[src/verilog/wdmcc_cfg.svh]
// constants for the watchdog mode and clock control block
`ifndef WDMCC_CFG_SVH
`define WDMCC_CFG_SVH
// ------------------------------------------------------------
// register byte offsets
// ------------------------------------------------------------
`define WDMCC_OFS_CTRL2 12'h000
`define WDMCC_OFS_COUNT 12'h004
`define WDMCC_OFS_CLKSEL 12'h008
`define WDMCC_OFS_CTRL1 12'h00C
// ------------------------------------------------------------
// field positions
// ------------------------------------------------------------
`define WDMCC_BIT_OVF 7
`define WDMCC_BIT_MODE_GUARD 6
`define WDMCC_BIT_MODE 5
`define WDMCC_BIT_IE_GUARD 4
`define WDMCC_BIT_IE 3
`define WDMCC_BIT_RUN_GUARD 3
`define WDMCC_BIT_RUN 2
`define WDMCC_BIT_RST_GUARD 1
`define WDMCC_BIT_RST 0
// ------------------------------------------------------------
// reset values, read masks and count limit
// ------------------------------------------------------------
`define WDMCC_CTRL2_ONES 8'h57
`define WDMCC_CLKSEL_ONES 8'hF0
`define WDMCC_COUNT_RST 8'h00
`define WDMCC_COUNT_MAX 8'hFF
`define WDMCC_CLKSEL_RST 4'h0
`define WDMCC_RUN_RST 1'b1
// ------------------------------------------------------------
// timing
// ------------------------------------------------------------
`define WDMCC_RST_OSC_CYCLES 512
`define WDMCC_PRESCALE_BITS 13
`endif

[src/verilog/wdmcc_pkg.sv]
// types for the watchdog mode and clock control block
package wdmcc_pkg;
    typedef enum logic [1:0]
    {
        WDMCC_IDLE = 2'b00,
        WDMCC_RESP = 2'b01
    } wdmcc_bus_state_t;

    typedef struct packed
    {
        logic [11:0] addr;
        logic [31:0] data;
        logic [3:0] strb;
    } wdmcc_wreq_t;
endpackage : wdmcc_pkg

[src/verilog/wdmcc_top.sv]
// watchdog mode, counter and clock control with AXI4-Lite registers
`timescale 1ns/100ps
`default_nettype none
`include "wdmcc_cfg.svh"
module wdmcc_top
    import wdmcc_pkg::*;
#(
    parameter int RST_OSC_CYCLES = `WDMCC_RST_OSC_CYCLES
)
(
    input wire logic i_clk,
    input wire logic i_sys_rst,
    input wire logic i_osc_tick,
    input wire logic i_sub_tick,
    input wire logic [11:0] i_awaddr,
    input wire logic i_awvalid,
    output logic o_awready,
    input wire logic [31:0] i_wdata,
    input wire logic [3:0] i_wstrb,
    input wire logic i_wvalid,
    output logic o_wready,
    output logic [1:0] o_bresp,
    output logic o_bvalid,
    input wire logic i_bready,
    input wire logic [11:0] i_araddr,
    input wire logic i_arvalid,
    output logic o_arready,
    output logic [31:0] o_rdata,
    output logic [1:0] o_rresp,
    output logic o_rvalid,
    input wire logic i_rready,
    output logic o_int_reset,
    output logic o_irq,
    output logic o_run_enable
);
    initial
    begin
        if (RST_OSC_CYCLES < 1 || RST_OSC_CYCLES > 65535)
            $error("reset length out of range");
    end

    // ------------------------------------------------------------
    // write channel capture
    // ------------------------------------------------------------
    logic aw_full_q;
    logic w_full_q;
    logic [11:0] aw_addr_q;
    logic [31:0] w_data_q;
    logic [3:0] w_strb_q;
    logic bvalid_q;
    logic [1:0] bresp_q;
    wdmcc_wreq_t wreq;
    wire aw_take = i_awvalid && o_awready;
    wire w_take = i_wvalid && o_wready;
    wire wr_go = aw_full_q && w_full_q && !bvalid_q;

    assign o_awready = !aw_full_q && !bvalid_q;
    assign o_wready = !w_full_q && !bvalid_q;
    assign o_bvalid = bvalid_q;
    assign o_bresp = bresp_q;
    assign wreq = '{addr: aw_addr_q, data: w_data_q, strb: w_strb_q};

    wire wr_ctrl2 = wr_go && wreq.addr[11:2] == `WDMCC_OFS_CTRL2 >> 2 && wreq.strb[0];
    wire wr_count = wr_go && wreq.addr[11:2] == `WDMCC_OFS_COUNT >> 2 && wreq.strb[0];
    wire wr_clksel = wr_go && wreq.addr[11:2] == `WDMCC_OFS_CLKSEL >> 2 && wreq.strb[0];
    wire wr_ctrl1 = wr_go && wreq.addr[11:2] == `WDMCC_OFS_CTRL1 >> 2 && wreq.strb[0];
    wire wr_hit = wreq.addr[11:2] <= `WDMCC_OFS_CTRL1 >> 2;
    wire [7:0] wb = wreq.data[7:0];

    always_ff @(posedge i_clk)
    begin
        if (i_sys_rst)
        begin
            aw_full_q <= 1'b0;
            w_full_q <= 1'b0;
            aw_addr_q <= 12'h000;
            w_data_q <= 32'h00000000;
            w_strb_q <= 4'h0;
            bvalid_q <= 1'b0;
            bresp_q <= 2'h0;
        end
        else
        begin
            if (aw_take)
            begin
                aw_full_q <= 1'b1;
                aw_addr_q <= i_awaddr;
            end
            if (w_take)
            begin
                w_full_q <= 1'b1;
                w_data_q <= i_wdata;
                w_strb_q <= i_wstrb;
            end
            if (wr_go)
            begin
                aw_full_q <= 1'b0;
                w_full_q <= 1'b0;
                bvalid_q <= 1'b1;
                bresp_q <= wr_hit ? 2'h0 : 2'h3;
            end
            else if (bvalid_q && i_bready)
                bvalid_q <= 1'b0;
        end
    end

    // ------------------------------------------------------------
    // read channel
    // ------------------------------------------------------------
    wdmcc_bus_state_t rd_state_q;
    logic [31:0] rdata_q;
    logic [1:0] rresp_q;
    wire ar_take = i_arvalid && rd_state_q == WDMCC_IDLE;
    wire rd_ctrl2 = ar_take && i_araddr[11:2] == `WDMCC_OFS_CTRL2 >> 2;

    assign o_arready = rd_state_q == WDMCC_IDLE;
    assign o_rvalid = rd_state_q == WDMCC_RESP;
    assign o_rdata = rdata_q;
    assign o_rresp = rresp_q;

    // ------------------------------------------------------------
    // control state
    // ------------------------------------------------------------
    logic ovf_q;
    logic ovf_seen_q;
    logic mode_q;
    logic ie_q;
    logic [3:0] clksel_q;
    logic [7:0] count_q;
    logic run_q;
    logic tcwe_q;
    logic csrwe_q;
    logic watchdog_reset_flag_q;
    logic [15:0] rst_cnt_q;
    logic tick;

    wdmcc_tick_sel #(
        .PRE_BITS(`WDMCC_PRESCALE_BITS)
    ) u_tick (
        .i_clk(i_clk),
        .i_sys_rst(i_sys_rst),
        .i_osc_tick(i_osc_tick),
        .i_sub_tick(i_sub_tick),
        .i_sel(clksel_q),
        .o_tick(tick)
    );

    wire in_reset = rst_cnt_q != 16'h0000;
    wire count_en = run_q && tick && !in_reset;
    wire rollover = count_en && count_q == `WDMCC_COUNT_MAX;
    wire wdt_fire = rollover && !mode_q;
    // armed by a read seeing the flag set
    wire ovf_clr = wr_ctrl2 && ovf_seen_q && !wb[`WDMCC_BIT_OVF];
    wire [7:0] ctrl2_rd = `WDMCC_CTRL2_ONES
        | {ovf_q, 1'b0, mode_q, 1'b0, ie_q, 3'b000};
    wire [7:0] ctrl1_rd = {1'b1, tcwe_q, 1'b1, csrwe_q, 1'b1, run_q, 1'b1, watchdog_reset_flag_q};

    logic [7:0] rd_byte;
    always_comb
    begin
        case (i_araddr[11:2])
            `WDMCC_OFS_CTRL2 >> 2: rd_byte = ctrl2_rd;
            `WDMCC_OFS_COUNT >> 2: rd_byte = count_q;
            `WDMCC_OFS_CLKSEL >> 2: rd_byte = `WDMCC_CLKSEL_ONES | {4'h0, clksel_q};
            `WDMCC_OFS_CTRL1 >> 2: rd_byte = ctrl1_rd;
            default: rd_byte = 8'h00;
        endcase
    end

    always_ff @(posedge i_clk)
    begin
        if (i_sys_rst)
        begin
            rd_state_q <= WDMCC_IDLE;
            rdata_q <= 32'h00000000;
            rresp_q <= 2'h0;
        end
        else
        begin
            case (rd_state_q)
                WDMCC_IDLE:
                begin
                    if (i_arvalid)
                    begin
                        rd_state_q <= WDMCC_RESP;
                        rdata_q <= {24'h000000, rd_byte};
                        rresp_q <= (i_araddr[11:2] <= `WDMCC_OFS_CTRL1 >> 2) ? 2'h0 : 2'h3;
                    end
                end
                WDMCC_RESP:
                begin
                    if (i_rready)
                        rd_state_q <= WDMCC_IDLE;
                end
                default: rd_state_q <= WDMCC_IDLE;
            endcase
        end
    end

    // overflow flag: set wins, watchdog reset clears
    always_ff @(posedge i_clk)
    begin
        if (i_sys_rst)
        begin
            ovf_q <= 1'b0;
            ovf_seen_q <= 1'b0;
        end
        else
        begin
            if (rollover)
                ovf_q <= 1'b1;
            else if (rst_cnt_q == 16'h0001)
                ovf_q <= 1'b0;
            else if (ovf_clr)
                ovf_q <= 1'b0;
            if (rd_ctrl2 && ovf_q)
                ovf_seen_q <= 1'b1;
            else if (ovf_clr || wr_ctrl2)
                ovf_seen_q <= 1'b0;
        end
    end

    // guarded mode and enable bits, unguarded clock select
    always_ff @(posedge i_clk)
    begin
        if (i_sys_rst)
        begin
            mode_q <= 1'b0;
            ie_q <= 1'b0;
            clksel_q <= `WDMCC_CLKSEL_RST;
        end
        else
        begin
            if (wr_ctrl2 && !wb[`WDMCC_BIT_MODE_GUARD])
                mode_q <= wb[`WDMCC_BIT_MODE];
            if (wr_ctrl2 && !wb[`WDMCC_BIT_IE_GUARD])
                ie_q <= wb[`WDMCC_BIT_IE];
            if (wr_clksel)
                clksel_q <= wb[3:0];
        end
    end

    // first control register: write enables, run, reset flag
    always_ff @(posedge i_clk)
    begin
        if (i_sys_rst)
        begin
            tcwe_q <= 1'b0;
            csrwe_q <= 1'b0;
            run_q <= `WDMCC_RUN_RST;
            watchdog_reset_flag_q <= 1'b0;
        end
        else
        begin
            if (wr_ctrl1 && !wb[7])
                tcwe_q <= wb[6];
            if (wr_ctrl1 && !wb[5])
                csrwe_q <= wb[4];
            if (wr_ctrl1 && csrwe_q && !wb[`WDMCC_BIT_RUN_GUARD])
                run_q <= wb[`WDMCC_BIT_RUN];
            if (wdt_fire)
                watchdog_reset_flag_q <= 1'b1;
            else if (wr_ctrl1 && csrwe_q && !wb[`WDMCC_BIT_RST_GUARD])
                watchdog_reset_flag_q <= wb[`WDMCC_BIT_RST];
        end
    end

    // counter and internal reset pulse
    always_ff @(posedge i_clk)
    begin
        if (i_sys_rst)
        begin
            count_q <= `WDMCC_COUNT_RST;
            rst_cnt_q <= 16'h0000;
        end
        else
        begin
            if (wdt_fire)
                rst_cnt_q <= 16'(RST_OSC_CYCLES);
            else if (in_reset && i_osc_tick)
                rst_cnt_q <= rst_cnt_q - 16'h0001;
            if (wr_count && tcwe_q)
                count_q <= wb;
            else if (in_reset)
                count_q <= `WDMCC_COUNT_RST;
            else if (count_en)
                count_q <= count_q + 8'h01;
        end
    end

    assign o_int_reset = in_reset;
    assign o_irq = ovf_q && mode_q && ie_q;
    assign o_run_enable = run_q;

    // ------------------------------------------------------------
    // checks
    // ------------------------------------------------------------
    a_ovf_set: assert property (@(posedge i_clk) disable iff (i_sys_rst)
        rollover |=> ovf_q) else $error("flag not set on rollover");
    a_ovf_hold: assert property (@(posedge i_clk) disable iff (i_sys_rst)
        (ovf_q && !rollover && !ovf_seen_q && rst_cnt_q != 16'h0001) |=> ovf_q)
        else $error("flag cleared without read");
    a_mode_guard: assert property (@(posedge i_clk) disable iff (i_sys_rst)
        (wr_ctrl2 && wb[`WDMCC_BIT_MODE_GUARD]) |=> $stable(mode_q))
        else $error("mode changed with guard set");
    a_ie_guard: assert property (@(posedge i_clk) disable iff (i_sys_rst)
        (wr_ctrl2 && wb[`WDMCC_BIT_IE_GUARD]) |=> $stable(ie_q))
        else $error("enable changed with guard set");
    a_ctrl2_ones: assert property (@(posedge i_clk) disable iff (i_sys_rst)
        rd_ctrl2 |=> (o_rdata[7:0] & `WDMCC_CTRL2_ONES) == `WDMCC_CTRL2_ONES)
        else $error("guard or reserved bit read zero");
    a_irq_gate: assert property (@(posedge i_clk) disable iff (i_sys_rst)
        (rollover && mode_q && ie_q && !wr_ctrl2) |=> o_irq)
        else $error("interval overflow raised no irq");
    a_wdt_reset: assert property (@(posedge i_clk) disable iff (i_sys_rst)
        wdt_fire |=> (o_int_reset && watchdog_reset_flag_q)) else $error("no watchdog reset");
    a_run_halt: assert property (@(posedge i_clk) disable iff (i_sys_rst)
        (!run_q && !wr_count && !in_reset) |=> $stable(count_q))
        else $error("counter ran while halted");
    a_mode_reset: assert property (@(posedge i_clk)
        i_sys_rst |=> (!mode_q && !ie_q && count_q == 8'h00))
        else $error("bad reset values");
    c_rollover: cover property (@(posedge i_clk) rollover);
    c_wdt_fire: cover property (@(posedge i_clk) wdt_fire);
    c_irq: cover property (@(posedge i_clk) o_irq);
    c_ovf_clear: cover property (@(posedge i_clk) ovf_clr);
endmodule : wdmcc_top
`default_nettype wire

[src/verilog/wdmcc_tick_sel.sv]
// counter input tick selection from the osc tick and prescaler taps
`timescale 1ns/100ps
`default_nettype none
module wdmcc_tick_sel
    import wdmcc_pkg::*;
#(
    parameter int PRE_BITS = 13
)
(
    input wire logic i_clk,
    input wire logic i_sys_rst,
    input wire logic i_osc_tick,
    input wire logic i_sub_tick,
    input wire logic [3:0] i_sel,
    output logic o_tick
);
    initial
    begin
        if (PRE_BITS < 13)
            $error("prescaler too narrow");
    end

    logic [PRE_BITS-1:0] sys_q;
    logic [7:0] sub_q;
    logic [PRE_BITS-1:0] sys_d;
    logic [7:0] sub_d;
    logic [PRE_BITS-1:0] sys_edge;
    logic [7:0] sub_edge;

    assign sys_d = sys_q + {{(PRE_BITS-1){1'b0}}, 1'b1};
    assign sub_d = sub_q + {7'h00, i_sub_tick};
    // tap k pulses once per 2**(k+1) clocks, or once per 2**(k+1) sub ticks for the sub taps
    assign sys_edge = sys_d & ~sys_q;
    assign sub_edge = i_sub_tick ? (sub_d & ~sub_q) : 8'h00;

    always_ff @(posedge i_clk)
    begin
        if (i_sys_rst)
        begin
            sys_q <= '0;
            sub_q <= 8'h00;
        end
        else
        begin
            sys_q <= sys_d;
            sub_q <= sub_d;
        end
    end

    always_comb
    begin
        case (i_sel)
            4'h0, 4'h1, 4'h2, 4'h3: o_tick = i_osc_tick;
            4'h4: o_tick = sub_edge[3];
            4'h5: o_tick = sub_edge[7];
            4'h8: o_tick = sys_edge[5];
            4'h9: o_tick = sys_edge[6];
            4'hA: o_tick = sys_edge[7];
            4'hB: o_tick = sys_edge[8];
            4'hC: o_tick = sys_edge[9];
            4'hD: o_tick = sys_edge[10];
            4'hE: o_tick = sys_edge[11];
            4'hF: o_tick = sys_edge[12];
            default: o_tick = 1'b0;
        endcase
    end
endmodule : wdmcc_tick_sel
`default_nettype wire

[config.mk]
export PLATFORM = sky130hd
export DESIGN_NAME = wdmcc_top
export DESIGN_NICKNAME = d
export VERILOG_FILES = /design/src/verilog/wdmcc_pkg.sv /design/src/verilog/wdmcc_top.sv /design/src/verilog/wdmcc_tick_sel.sv
export VERILOG_INCLUDE_DIRS = /design/src /design/src/verilog
export SDC_FILE = /design/constraint.sdc
export NUM_CORES = 1
export LEC_CHECK = 0
export ABC_AREA = 1
export CELL_PAD_IN_SITES_DETAIL_PLACEMENT = 0
export CELL_PAD_IN_SITES_GLOBAL_PLACEMENT = 1
export CORE_MARGIN = 2
export CORE_UTILIZATION = 40
export DETAILED_ROUTE_END_ITERATION = 8
export DONT_BUFFER_PORTS = 1
export PLACE_DENSITY = 0.77
export REMOVE_ABC_BUFFERS = 1
export SYNTH_ARGS = -nofsm -noshare
export SYNTH_HDL_FRONTEND = slang
export SYNTH_SLANG_ARGS = --single-unit
[constraint.sdc]
create_clock -name i_clk -period 2.25 [get_ports i_clk]
set_clock_uncertainty 0.15 [all_clocks]
set_input_delay 0.225 -clock i_clk [delete_from_list [all_inputs] [get_ports i_clk]]
set_output_delay 0.225 -clock i_clk [all_outputs]
set_load 0.05 [all_outputs]
==> impl_results.md, run 1 <==
- Outcome: finished with violations
- Failing checks: DRC, setup timing
- Final worst path period need: 2550 ps
- Commonest non-fill, non-tap cell in the layout: sky130_fd_sc_hd__nor2_1
- Non-filler cells in the finished layout: approximately 890
- I/O pin count: approximately 110
- Core area: approximately 12000 um^2
- Synthesis-stage register bit count: 90
- Compound-cell area share of the yosys netlist: 9.99%
- Power Total: ~5.9 mW
- Max cap viols: 0
- Category of the worst setup path capture point: flop
- Total via count in the routed design: 4317
- Type of the setup path with the least slack: reg -> reg
- CTS Buf Count: 9
- Root Buffer: sky130_fd_sc_hd__clkbuf_16
- Worst hold path type: in -> reg
- First-pass GRT wire length: approximately 19 mm
- Total non-filler cell area in the finished layout: 5890 um^2
- Async set or reset register ratio after synthesis: 0%
- Maximum level of the CTS H-tree: 3
- Arrival time reported for the critical path endpoint: 2630 ps
- Cell Pwr Density: 995 nW/um^2
- Area added between synthesis and finish: 24.1%
- Main combinational cell family by area after synthesis: simple AND/OR/NAND/NOR gates
- DRC violation count after routing: 9
- Post-synthesis share of cell area spent on xor and xnor gates: 2.77%
- Congestion Overflow GR: 0
- Synthesized cell area: 4750 um^2
- Worst hold slack after final layout: 26.8 ps
- Area leader, netlist: sky130_fd_sc_hd__dfxtp_1
- Insertion delay to the later sink of the worst-skew pair: 340 ps
- DIE AREA: about 13000 um^2
- Maximum root-to-sink buffer count: 2
- Share of the clock period used by the worst path after layout: 113%
- Final ANT Viol Nets: 0
- Number of synthesized flops with an enable pin: 0
- Setup repair after global routing missed its margin: true
- Vertical die dimension: around 110 um
- Synthesized area per cell: roughly 7 um^2
- Worst slack at placement: -360 ps
- Worst slew margin relative to its limit: about three fifths
- Inst Count DP: 836
- Setup Viol. Count Final: 26
- Clock tree from TritonCTS: done
- Vias per std cell: 4.83
- Share of the yosys chip area belonging to registers: 37.9%
- CP Launch Type: flop
- Floorplan row count: 39
- Final weighted congestion of routability-driven global placement: 0.852
- Routed metal-1 wirelength: 5.46 mm
- Detailed-route wire length per cell: 12.7 um
- Met2 WL: approximately 5.1 mm
- Setup total negative slack: -6840 ps
- DPL Wire Length: about 8 mm
- Least setup slack across all paths after layout: -296 ps
- Portion of netlist area occupied by mux cells: 0%
- Total wire length: 11.3 mm
- Post-layout net count: 832
- Actual transition at the worst max-transition pin: between 600 and 700 ps
- Met3 Routed Length: between 500 and 600 um
- Cell count after synthesis: 681
- Most frequent cells in the layout: sky130_fd_sc_hd__nor2_1, sky130_fd_sc_hd__nand2_1, sky130_fd_sc_hd__dfxtp_1
- Number of global-route vias before repair: 4206
- Maximum number of pins on one net before global-route repair: 30
- Maximum vdd ir drop: 0.507 mV
- Final Util: 51.2%
- Post-synthesis share of cell area spent on and, or, nand and nor gates: between 30% and 40%
- Clk sink count: 90
- Drt first-iter violations: 177
- All-Layer GR Usage: 18.7%
- PortBufs: 0
- Most instantiated flip-flop cell in the synthesis netlist: sky130_fd_sc_hd__dfxtp_1
- Final count of hold timing violations: 0
- Fraction of final layout cells with drive strength greater than 1: between 15 and 20%
- Floorplan die width: 113 um
- Critical-path maximum fanout: 8
- DR pass1 iterations: 6
- Antenna diode count: 0
- Starting utilization of the core area: 41.2%
- Share of Yosys cell area claimed by the top area cell type: 37.9%
- Post-DP Area: 4960 um^2
- Number of pins with negative max-slew slack in the final report: 0
- Worst EP required: about 2300 ps
- Initial antenna violation count: 0
- Post-synthesis share of cell area spent on full adders, half adders and majority gates: 4.22%
- Ranking of synthesized cells by area: sky130_fd_sc_hd__dfxtp_1, sky130_fd_sc_hd__nor2_1, sky130_fd_sc_hd__nand2_1
- Leakage: 2.50 nW
- Warning count from the yosys run: 0
- Clock-pin slew of the registers on the worst-case setup and hold paths: 60 ps
- Synth cell types: 38
- Fmax: 0.393 GHz
- Highest metal used: met4
cell usage after synthesis, types with 4 or more instances:
library cell,count
sky130_fd_sc_hd__a21oi_1,41
sky130_fd_sc_hd__buf_4,27
sky130_fd_sc_hd__clkbuf_1,9
sky130_fd_sc_hd__dfxtp_1,90
sky130_fd_sc_hd__ha_1,16
sky130_fd_sc_hd__inv_1,85
sky130_fd_sc_hd__nand2_1,116
sky130_fd_sc_hd__nand2_2,4
sky130_fd_sc_hd__nand3_1,41
sky130_fd_sc_hd__nand3b_1,4
sky130_fd_sc_hd__nand4_1,12
sky130_fd_sc_hd__nor2_1,124
sky130_fd_sc_hd__nor2_2,15
sky130_fd_sc_hd__nor3_1,7
sky130_fd_sc_hd__o21ai_0,44
sky130_fd_sc_hd__xor2_1,12
sequential cells by signal, indices dropped and copies added (netlist names), 4 cells and up:
signal / count
u_tick.sub_q: 8
o_rdata: 8
rst_cnt_q: 16
aw_addr_q: 10
count_q: 8
u_tick.sys_q: 13
w_data_q: 8
clksel_q: 4
metal layers:
metal	up-vias	track usage, %
met5	-	0
li1	2248	-
met1	1940	23.9
met4	0	7.40
met2	115	31.2
met3	14	3.37
logic make-up (layout without fill, tap and decap cells):
family | count (synthesis) | count (layout)
adders and majority gates | 16 | 16
AOI/OAI and AO/OA | 90 | 90
xor gates and xnor gates | 15 | 15
DFF | 90 | 90
and+or+nand+nor | 341 | 343
buffers and inverters | 128 | 173
other | 1 | 24
worst max-delay path, cell delays in order, from the launching register on:
cell                      delay [ps]
sky130_fd_sc_hd__dfxtp_2         360
sky130_fd_sc_hd__ha_4            140
sky130_fd_sc_hd__nand2_2          50
sky130_fd_sc_hd__nor2_1          100
sky130_fd_sc_hd__inv_1            70
sky130_fd_sc_hd__nor2_2          100
sky130_fd_sc_hd__inv_2            60
sky130_fd_sc_hd__nor2_4          120
sky130_fd_sc_hd__nand3_2          90
sky130_fd_sc_hd__nor4_2          150
sky130_fd_sc_hd__ha_2            220
sky130_fd_sc_hd__nand3_2          70
sky130_fd_sc_hd__nand2_1          70
sky130_fd_sc_hd__inv_1            40
sky130_fd_sc_hd__nand2_1          70
sky130_fd_sc_hd__nand2_2          60
sky130_fd_sc_hd__nand2_4         100
sky130_fd_sc_hd__nand4_4         170
sky130_fd_sc_hd__nand2_8         200
sky130_fd_sc_hd__nor2_2           60
report_power, final:
group / total (mW) / switching [mW] / internal, mW
sequential: 2.00 / 0.197 / 1.81
combinational: 2.35 / 1.52 / 0.832
clock: 1.51 / 0.627 / 0.881
total: 5.86 / 2.35 / 3.52
final timing paths:
path	from	endpoint	slack, ps	cells after the start
setup / recovery	u_tick.sys_q[0]	rst_cnt_q[13]	-300	19
setup reg to reg	u_tick.sys_q[0]	rst_cnt_q[13]	-300	19
hold / removal	i_araddr[3]	o_rdata[1]	30	3
hold reg to reg	u_tick.sub_q[6]	u_tick.sub_q[6]	320	2
area by class of cell:
type / count / area, um^2
Fill cell: 1150 / 5620
Multi-Input combinational cell: 488 / 2650
Sequential cell: 90 / 1800
Timing Repair Buffer: 69 / 636
Inverter: 89 / 335
Clock buffer: 10 / 239
Tap cell: 143 / 179
Clock inverter: 5 / 55.1
repair_timing:
| item | CTS | global route |
|---|---|---|
| setup endpoints to repair | 26 | 27 |
| hold endpoints to repair | 49 | 0 |
| cloned | 2 | 0 |
| buffers inserted | 15 | 4 |
| hold buffers | 25 | 0 |
| resized for setup | 40 | 22 |
| pin swaps | 9 | 10 |
No activity file was read; power rests on OpenSTA's default activity.
==> run 2, diff against run 1 <==
Settings changed: CORE_UTILIZATION 40 to 41, MAX_ROUTING_LAYER set to met4, PLACE_DENSITY 0.77 to 0.78, SYNTH_HIERARCHICAL set to 1.
==> run 2 against run 1 <==
  * The run ends with setup timing left
  * Sequential power fell by 3%
  * Register-to-register slack improved by 120 ps
  * Via count rose by 2.2%
  * Non-clock buffer count rose by 13
  * Sequential share of layout area fell by 0.79 points
  * Combinational power fell by 15%
  * Utilization rose by 1.8 points
  * Highest routed layer unchanged
==> impl_results.md, run 2 <==
- Outcome: finished with violations
- Failing checks: setup timing
- Delay of the slowest critical-path stage: 350 ps (about the same)
- Worst EP required: 2340 ps (about the same)
- Setup repair after global routing missed its margin: true
- Portion of total power attributed to combinational logic: 36.9% (-3.2 points)
- Final worst path period need: 2430 ps (-119 ps)
- Worst slack at placement: -415 ps (-55.6 ps)
- Starting utilization of the core area: 42.1% (+0.90 points)
- DR pass1 iterations: 4 (-2)
- Cell repeated most along the worst path: sky130_fd_sc_hd__nand2_2
- Category of the worst setup path capture point: flop
- Inst Count DP: 826 (-1.2%)
- Final ANT Viol Nets: 0 (unchanged)
- Arrival time reported for the critical path endpoint: 2510 ps (-120 ps)
- Power Total: 5.41 mW (-7.7%)
- Part of the power in registers: 35.7% (+1.6 points)
- Core area: 11400 um^2 (-0.85%)
- Portion of netlist area occupied by mux cells: 0% (unchanged)
- Main combinational cell family by area after synthesis: simple AND/OR/NAND/NOR gates
- Commonest cells in the synthesized netlist: sky130_fd_sc_hd__nand2_1, sky130_fd_sc_hd__nor2_1, sky130_fd_sc_hd__dfxtp_1
- Slowest cell on the critical path: sky130_fd_sc_hd__dfxtp_2
- Total wire length: 11.8 mm (+3.8%)
- Compound-cell area share of the yosys netlist: 12.6% (+2.6 points)
- Cell count after synthesis: 674 (-1.0%)
- Number of synthesized flops with an enable pin: 0 (unchanged)
- Vertical die dimension: 112 um (-0.56%)
- Post-synthesis share of cell area spent on and, or, nand and nor gates: 31.4% (-0.94 points)
- Maximum vdd ir drop: 0.775 mV (+53%)
- Synthesis-stage register bit count: 90 (unchanged)
- Critical-path maximum fanout: 8 (unchanged)
- Type of the setup path with the least slack: reg -> reg
- Async set or reset register ratio after synthesis: 0% (unchanged)
- Non-filler cells in the finished layout: 898 (+0.45%)
- DIE AREA: 12600 um^2 (-1.1%)
- I/O pin count: 113 (unchanged)
- Cells traversed along the worst timing path: ha_4 -> nand2_2 -> inv_2 -> nand4_1 -> nor3_2 -> ha_2 -> nand3_2 -> nand2_2 -> o21ai_2 -> nand3_2 -> nand2_2 -> inv_2 -> nand2_4 -> nor3_4 -> nand3_4 -> nand2_8 -> a21oi_2
- Leakage: 2.58 nW (+3.1%)
- Least setup slack across all paths after layout: -177 ps (+119 ps)
- Post-DP Area: 5000 um^2 (+0.78%)
- Clk sink count: 90 (unchanged)
- Synth cell types: 39 (+2.6%)
- Final count of hold timing violations: 0 (unchanged)
- Layout fillers: 1121 (-2.5%)
- Worst hold path type: in -> reg
- Setup Viol. Count Final: 24 (-7.7%)
- Actual transition at the worst max-transition pin: 555 ps (-46.7 ps)
- Clock tree from TritonCTS: done
- PortBufs: 0 (unchanged)
- Antenna diode count: 0 (unchanged)
- Fmax: 0.412 GHz (+4.9%)
- Post-layout net count: 837 (+0.60%)
- Vias per std cell: 4.91 (+1.7%)
- Maximum root-to-sink buffer count: 2 (unchanged)
- Insertion delay to the later sink of the worst-skew pair: 350 ps (about the same)
- Warning count from the yosys run: 6 (+6)
- Area added between synthesis and finish: 25.7%
- Root Buffer: sky130_fd_sc_hd__clkbuf_16
- Worst slew margin relative to its limit: 62.9% (+3.3 points)
- Category of cells accounting for the largest share of critical-path delay: simple AND/OR/NAND/NOR gates
- Final Util: 53.0% (+1.8 points)
- Total non-filler cell area in the finished layout: 6050 um^2 (+2.6%)
- Count of buffer and inverter cells on the critical path: 2 (-1)
- Setup total negative slack: -3140 ps (+3690 ps)
- Cell Int Power: 3.29 mW (-6.5%)
- Area leader, netlist: sky130_fd_sc_hd__dfxtp_1
- Floorplan row count: 39 (unchanged)
- Cell Pwr Density: 895 nW/um^2 (-10%)
- Total via count in the routed design: 4410 (+2.2%)
- Maximum level of the CTS H-tree: 3 (unchanged)
- Post-synthesis share of cell area spent on xor and xnor gates: 2.00% (-0.76 points)
- Max cap viols: 0 (unchanged)
- Drt first-iter violations: 160 (-9.6%)
- Congestion Overflow GR: 0 (unchanged)
- Switching power: 2.12 mW (-9.5%)
- Clock-pin slew of the registers on the worst-case setup and hold paths: 60 ps (about the same)
- Proportion of power drawn by the clock network: 27.3% (+1.6 points)
- Fraction of final layout cells with drive strength greater than 1: 18.1% (+0.57 points)
- Maximum number of pins on one net before global-route repair: 32 (+6.7%)
- Post-synthesis share of cell area spent on full adders, half adders and majority gates: 4.42% (+0.21 points)
- First-pass GRT wire length: 19.5 mm (+1.6%)
- Initial antenna violation count: 0 (unchanged)
- Ranking of synthesized cells by area: sky130_fd_sc_hd__dfxtp_1, sky130_fd_sc_hd__nand2_1, sky130_fd_sc_hd__nor2_1
- DPL Wire Length: 8.31 mm (+4.3%)
- Max FFs per register: 16 (unchanged)
- Largest registers ranked by flip-flop count: rst_cnt_q: 16 flops, u_tick/sys_q: 13 flops, aw_addr_q: 10 flops
- Floorplan die width: 112 um (-0.56%)
- Most instantiated flip-flop cell in the synthesis netlist: sky130_fd_sc_hd__dfxtp_1
- Number of pins with negative max-slew slack in the final report: 0 (unchanged)
- CP Launch Type: flop
- Final weighted congestion of routability-driven global placement: 0.889 (+4.3%)
- All-Layer GR Usage: 19.6% (+0.93 points)
- Synthesized cell area: 4810 um^2 (+1.3%)
- Switching share of power: 39.2% (-0.77 points)
- Share of the clock period used by the worst path after layout: 108% (-5.3 points)
- Synthesized area per cell: 7.14 um^2 (+2.4%)
- Worst hold slack after final layout: 30.2 ps (+3.41 ps)
- Number of global-route vias before repair: 4264 (+1.4%)
- CTS Buf Count: 9 (unchanged)
- Most frequent cells in the layout: sky130_fd_sc_hd__nand2_1, sky130_fd_sc_hd__nor2_1, sky130_fd_sc_hd__dfxtp_1
- Commonest non-fill, non-tap cell in the layout: sky130_fd_sc_hd__nand2_1
- Biggest register: rst_cnt_q
- Share of Yosys cell area claimed by the top area cell type: 37.5% (-0.49 points)
- Share of the yosys chip area belonging to registers: 37.5% (-0.49 points)
- DRC violation count after routing: 0 (-9)
- Detailed-route wire length per cell: 13.1 um (+3.3%)
- Most numerous cell in the Yosys netlist: sky130_fd_sc_hd__nand2_1
[run 2: cell types whose count changed after synthesis, moves of 3 or more]
cell                       delta
sky130_fd_sc_hd__a21oi_2      +9
sky130_fd_sc_hd__buf_2        +4
sky130_fd_sc_hd__inv_1       -15
sky130_fd_sc_hd__inv_2        +4
sky130_fd_sc_hd__nand2_1      +4
sky130_fd_sc_hd__nor2_1      -16
sky130_fd_sc_hd__nor2_2       -3
sky130_fd_sc_hd__nor3_1       +6
sky130_fd_sc_hd__o211ai_1     +4
sky130_fd_sc_hd__o21ai_0     -10
sky130_fd_sc_hd__o21ai_1      +9
sky130_fd_sc_hd__o21ai_2      +3
sky130_fd_sc_hd__xor2_1       -6
[run 2: repair_timing]
action,4_1_cts,5_1_grt
endpoints found under the hold margin,53,2
hold buffers,48,1
gates cloned,1,1
pin swaps,19,6
gates resized for setup,36,18
buffers inserted,3,3
endpoints found under the setup margin,25,34
[run 2: path summary, 6_finish.rpt]
check                                     end  depth (start not counted)  slack, ps            start
worst max-delay path             rst_cnt_q[5]                         17       -180  u_tick/sys_q[1]
worst min-delay path             rst_cnt_q[9]                          5         30       i_osc_tick
worst max register to register   rst_cnt_q[5]                         17       -180  u_tick/sys_q[1]
worst min register to register  aw_addr_q[11]                          2        340    aw_addr_q[11]
[run 2: cell type report]
type | instances | area (um^2) | area share (%)
Tap cell | 143 | 179 | 2.96
Clock inverter | 5 | 56.3 | 0.931
Inverter | 78 | 298 | 4.92
Clock buffer | 10 | 229 | 3.79
Timing Repair Buffer | 82 | 753 | 12.5
Multi-Input combinational cell | 490 | 2730 | 45.1
Sequential cell | 90 | 1800 | 29.8
[run 2: power groups by stage]
stage               registers (mW)  logic (mW)  clock network, mW
global route                  1.95        2.23               1.59
detailed placement            1.96        1.84                  0
floorplan                     1.94        1.52                  0
global placement              1.96        1.82                  0
finish                        1.94        2.00               1.48
CTS                           1.93        1.96               1.53
[run 2: routing by layer]
layer	routed length, um	GRT usage, %	vias to the layer above
li1	-	-	2287
met1	5220	24.0	2003
met2	5720	31.4	99
met3	568	3.29	21
met4	262	9.51	0
met5	0	-	-
[run 2: worst register-to-register path, stage by stage, from the launching register on]
cell,delay [ps]
sky130_fd_sc_hd__dfxtp_2,350
sky130_fd_sc_hd__ha_4,140
sky130_fd_sc_hd__nand2_2,40
sky130_fd_sc_hd__inv_2,60
sky130_fd_sc_hd__nand4_1,170
sky130_fd_sc_hd__nor3_2,190
sky130_fd_sc_hd__ha_2,200
sky130_fd_sc_hd__nand3_2,60
sky130_fd_sc_hd__nand2_2,80
sky130_fd_sc_hd__o21ai_2,60
sky130_fd_sc_hd__nand3_2,60
sky130_fd_sc_hd__nand2_2,60
sky130_fd_sc_hd__inv_2,80
sky130_fd_sc_hd__nand2_4,60
sky130_fd_sc_hd__nor3_4,160
sky130_fd_sc_hd__nand3_4,180
sky130_fd_sc_hd__nand2_8,170
sky130_fd_sc_hd__a21oi_2,50
[run 2: kinds of logic (layout without fill, tap and decap cells)]
logic type	after synthesis	after routing
xor+xnor	11	11
other cells	1	24
fa+ha+maj	17	17
flops	90	90
buf+inv	119	175
simple gates	331	333
compound gates	105	105
==> run 3, diff against run 2 <==
Settings changed: RECOVER_POWER set to 50.
==> run 3 against run 2 <==
  * The flow still finishes with violations (setup timing)
  * Routed wire length is 0.15% lower
  * Critical path depth did not move
  * First-iteration DRC count decreased by 0.63%
  * Setup slack lost 0.60 ps
  * Sequential cell count unchanged
  * Register-to-register slack is essentially flat
  * Sequential share of layout area is 0.14 points higher
  * Critical path type unchanged
  * Largest cell class unchanged
  * Highest routed layer unchanged
==> impl_results.md, run 3 (synthesis results as in run 2) <==
- Max cap viols: 0 (unchanged)
- Portion of total power attributed to combinational logic: 36.9% (about the same)
- Starting utilization of the core area: 42.1% (unchanged)
- Fraction of final layout cells with drive strength greater than 1: 17.1% (-1.1 points)
- Fmax: 0.412 GHz (about the same)
- Final weighted congestion of routability-driven global placement: 0.889 (unchanged)
- Clk sink count: 90 (unchanged)
- Core area: 11400 um^2 (unchanged)
- DIE AREA: 12600 um^2 (unchanged)
- Post-layout net count: 837 (unchanged)
- Biggest register: rst_cnt_q
- Initial antenna violation count: 0 (unchanged)
- Switching power: 2.12 mW (-0.14%)
- Root Buffer: sky130_fd_sc_hd__clkbuf_16
- Clock tree from TritonCTS: done
- Vertical die dimension: 112 um (unchanged)
- Setup repair after global routing missed its margin: true
- All-Layer GR Usage: 19.6% (unchanged)
- Cells traversed along the worst timing path: ha_4 -> nand2_2 -> inv_2 -> nand4_1 -> nor3_2 -> ha_2 -> nand3_2 -> nand2_2 -> o21ai_2 -> nand3_2 -> nand2_2 -> inv_2 -> nand2_4 -> nor3_4 -> nand3_4 -> nand2_8 -> a21oi_2
- Maximum vdd ir drop: 0.777 mV (+0.25%)
- PortBufs: 0 (unchanged)
- Final worst path period need: 2430 ps (+0.598 ps)
- Maximum root-to-sink buffer count: 2 (unchanged)
- Floorplan die width: 112 um (unchanged)
- Share of the clock period used by the worst path after layout: 108% (about the same)
- Inst Count DP: 826 (unchanged)
- Floorplan row count: 39 (unchanged)
- Leakage: 2.55 nW (-1.1%)
- Worst EP required: 2340 ps (about the same)
- Delay of the slowest critical-path stage: 350 ps (about the same)
- Final Util: 52.7% (-0.25 points)
- Total via count in the routed design: 4406 (-0.091%)
- Total wire length: 11.8 mm (-0.15%)
- DPL Wire Length: 8.31 mm (unchanged)
- Max FFs per register: 16 (unchanged)
- Worst hold slack after final layout: 32.5 ps (+2.35 ps)
- Cell Int Power: 3.28 mW (-0.26%)
- Proportion of power drawn by the clock network: 27.3% (about the same)
- Failing checks: setup timing
- Number of global-route vias before repair: 4264 (unchanged)
- Post-DP Area: 5000 um^2 (unchanged)
- Worst slew margin relative to its limit: 19.5% (-43 points)
- First-pass GRT wire length: 19.5 mm (unchanged)
- I/O pin count: 113 (unchanged)
- Largest registers ranked by flip-flop count: rst_cnt_q: 16 flops, u_tick/sys_q: 13 flops, aw_addr_q: 10 flops
- Category of the worst setup path capture point: flop
- CTS Buf Count: 9 (unchanged)
- Maximum number of pins on one net before global-route repair: 32 (unchanged)
- DR pass1 iterations: 4 (unchanged)
- Area added between synthesis and finish: 25.1%
- Actual transition at the worst max-transition pin: 1210 ps (+652 ps)
- Number of pins with negative max-slew slack in the final report: 0 (unchanged)
- Cell repeated most along the worst path: sky130_fd_sc_hd__nand2_2
- Insertion delay to the later sink of the worst-skew pair: 350 ps (about the same)
- Least setup slack across all paths after layout: -177 ps (-0.598 ps)
- Commonest non-fill, non-tap cell in the layout: sky130_fd_sc_hd__nand2_1
- Congestion Overflow GR: 0 (unchanged)
- Non-filler cells in the finished layout: 898 (unchanged)
- Type of the setup path with the least slack: reg -> reg
- Final ANT Viol Nets: 0 (unchanged)
- Worst slack at placement: -415 ps (unchanged)
- DRC violation count after routing: 0 (unchanged)
- Switching share of power: 39.3% (about the same)
- Total non-filler cell area in the finished layout: 6020 um^2 (-0.48%)
- CP Launch Type: flop
- Drt first-iter violations: 159 (-0.63%)
- Critical-path maximum fanout: 8 (unchanged)
- Maximum level of the CTS H-tree: 3 (unchanged)
- Power Total: 5.40 mW (-0.21%)
- Cell Pwr Density: 898 nW/um^2 (+0.27%)
- Part of the power in registers: 35.8% (about the same)
- Outcome: finished with violations
- Vias per std cell: 4.91 (about the same)
- Most frequent cells in the layout: sky130_fd_sc_hd__nand2_1, sky130_fd_sc_hd__nor2_1, sky130_fd_sc_hd__dfxtp_1
- Detailed-route wire length per cell: 13.1 um (-0.15%)
- Worst hold path type: in -> reg
- Antenna diode count: 0 (unchanged)
- Setup Viol. Count Final: 24 (unchanged)
- Slowest cell on the critical path: sky130_fd_sc_hd__dfxtp_2
- Setup total negative slack: -3140 ps (-0.280 ps)
- Final count of hold timing violations: 0 (unchanged)
- Arrival time reported for the critical path endpoint: 2510 ps (about the same)
- Clock-pin slew of the registers on the worst-case setup and hold paths: 60 ps (about the same)
## run 3: changes by cell type in the layout (fill, tap and decap cells not counted), sizes merged
cell    before  now
clkbuf      10   17
buf         33   26
## run 3: final timing paths
path,start,to,slack (ps),cells after the start
worst max-delay path,u_tick/sys_q[1],rst_cnt_q[5],-180,17
worst min-delay path,i_osc_tick,rst_cnt_q[9],30,5
worst max register to register,u_tick/sys_q[1],rst_cnt_q[5],-180,17
worst min register to register,aw_addr_q[11],aw_addr_q[11],340,2
## run 3: layer usage
| metal | routed length [um] | global-route usage [%] | up-vias |
|---|---|---|---|
| li1 | - | - | 2289 |
| met1 | 5240 | 24.0 | 2002 |
| met2 | 5750 | 31.4 | 97 |
| met3 | 535 | 3.29 | 18 |
| met4 | 235 | 9.51 | 0 |
| met5 | 0 | - | - |
## run 3: power by group through the flow
stage / combinational [mW] / sequential, mW / clock (mW)
6_report: 1.99 / 1.94 / 1.48
3_3_place_gp: 1.82 / 1.96 / 0
3_5_place_dp: 1.84 / 1.96 / 0
4_1_cts: 1.96 / 1.93 / 1.53
5_1_grt: 2.22 / 1.95 / 1.59
2_1_floorplan: 1.52 / 1.94 / 0
## run 3: repair_timing
action,CTS,global route
pin swaps,19,6
hold buffers,48,1
resized for setup,36,18
endpoints found under the setup margin,25,34
gates cloned,1,1
endpoints found under the hold margin,53,2
buffers inserted,3,3
## run 3: worst max-delay path, delay by kind of cell, from the launching register on
kind,cells,cell delay (ps)
AOI/OAI and AO/OA,2,100
adders and majority gates,2,340
buffers and inverters,2,140
DFF,1,350
and+or+nand+nor,11,1220
## run 3: cell type report
cell class / count / area [um^2]
Tap cell: 143 / 179
Sequential cell: 90 / 1800
Clock buffer: 10 / 229
Fill cell: 1125 / 5400
Multi-Input combinational cell: 490 / 2730
Timing Repair Buffer: 82 / 727
Clock inverter: 5 / 56.3
Inverter: 78 / 298
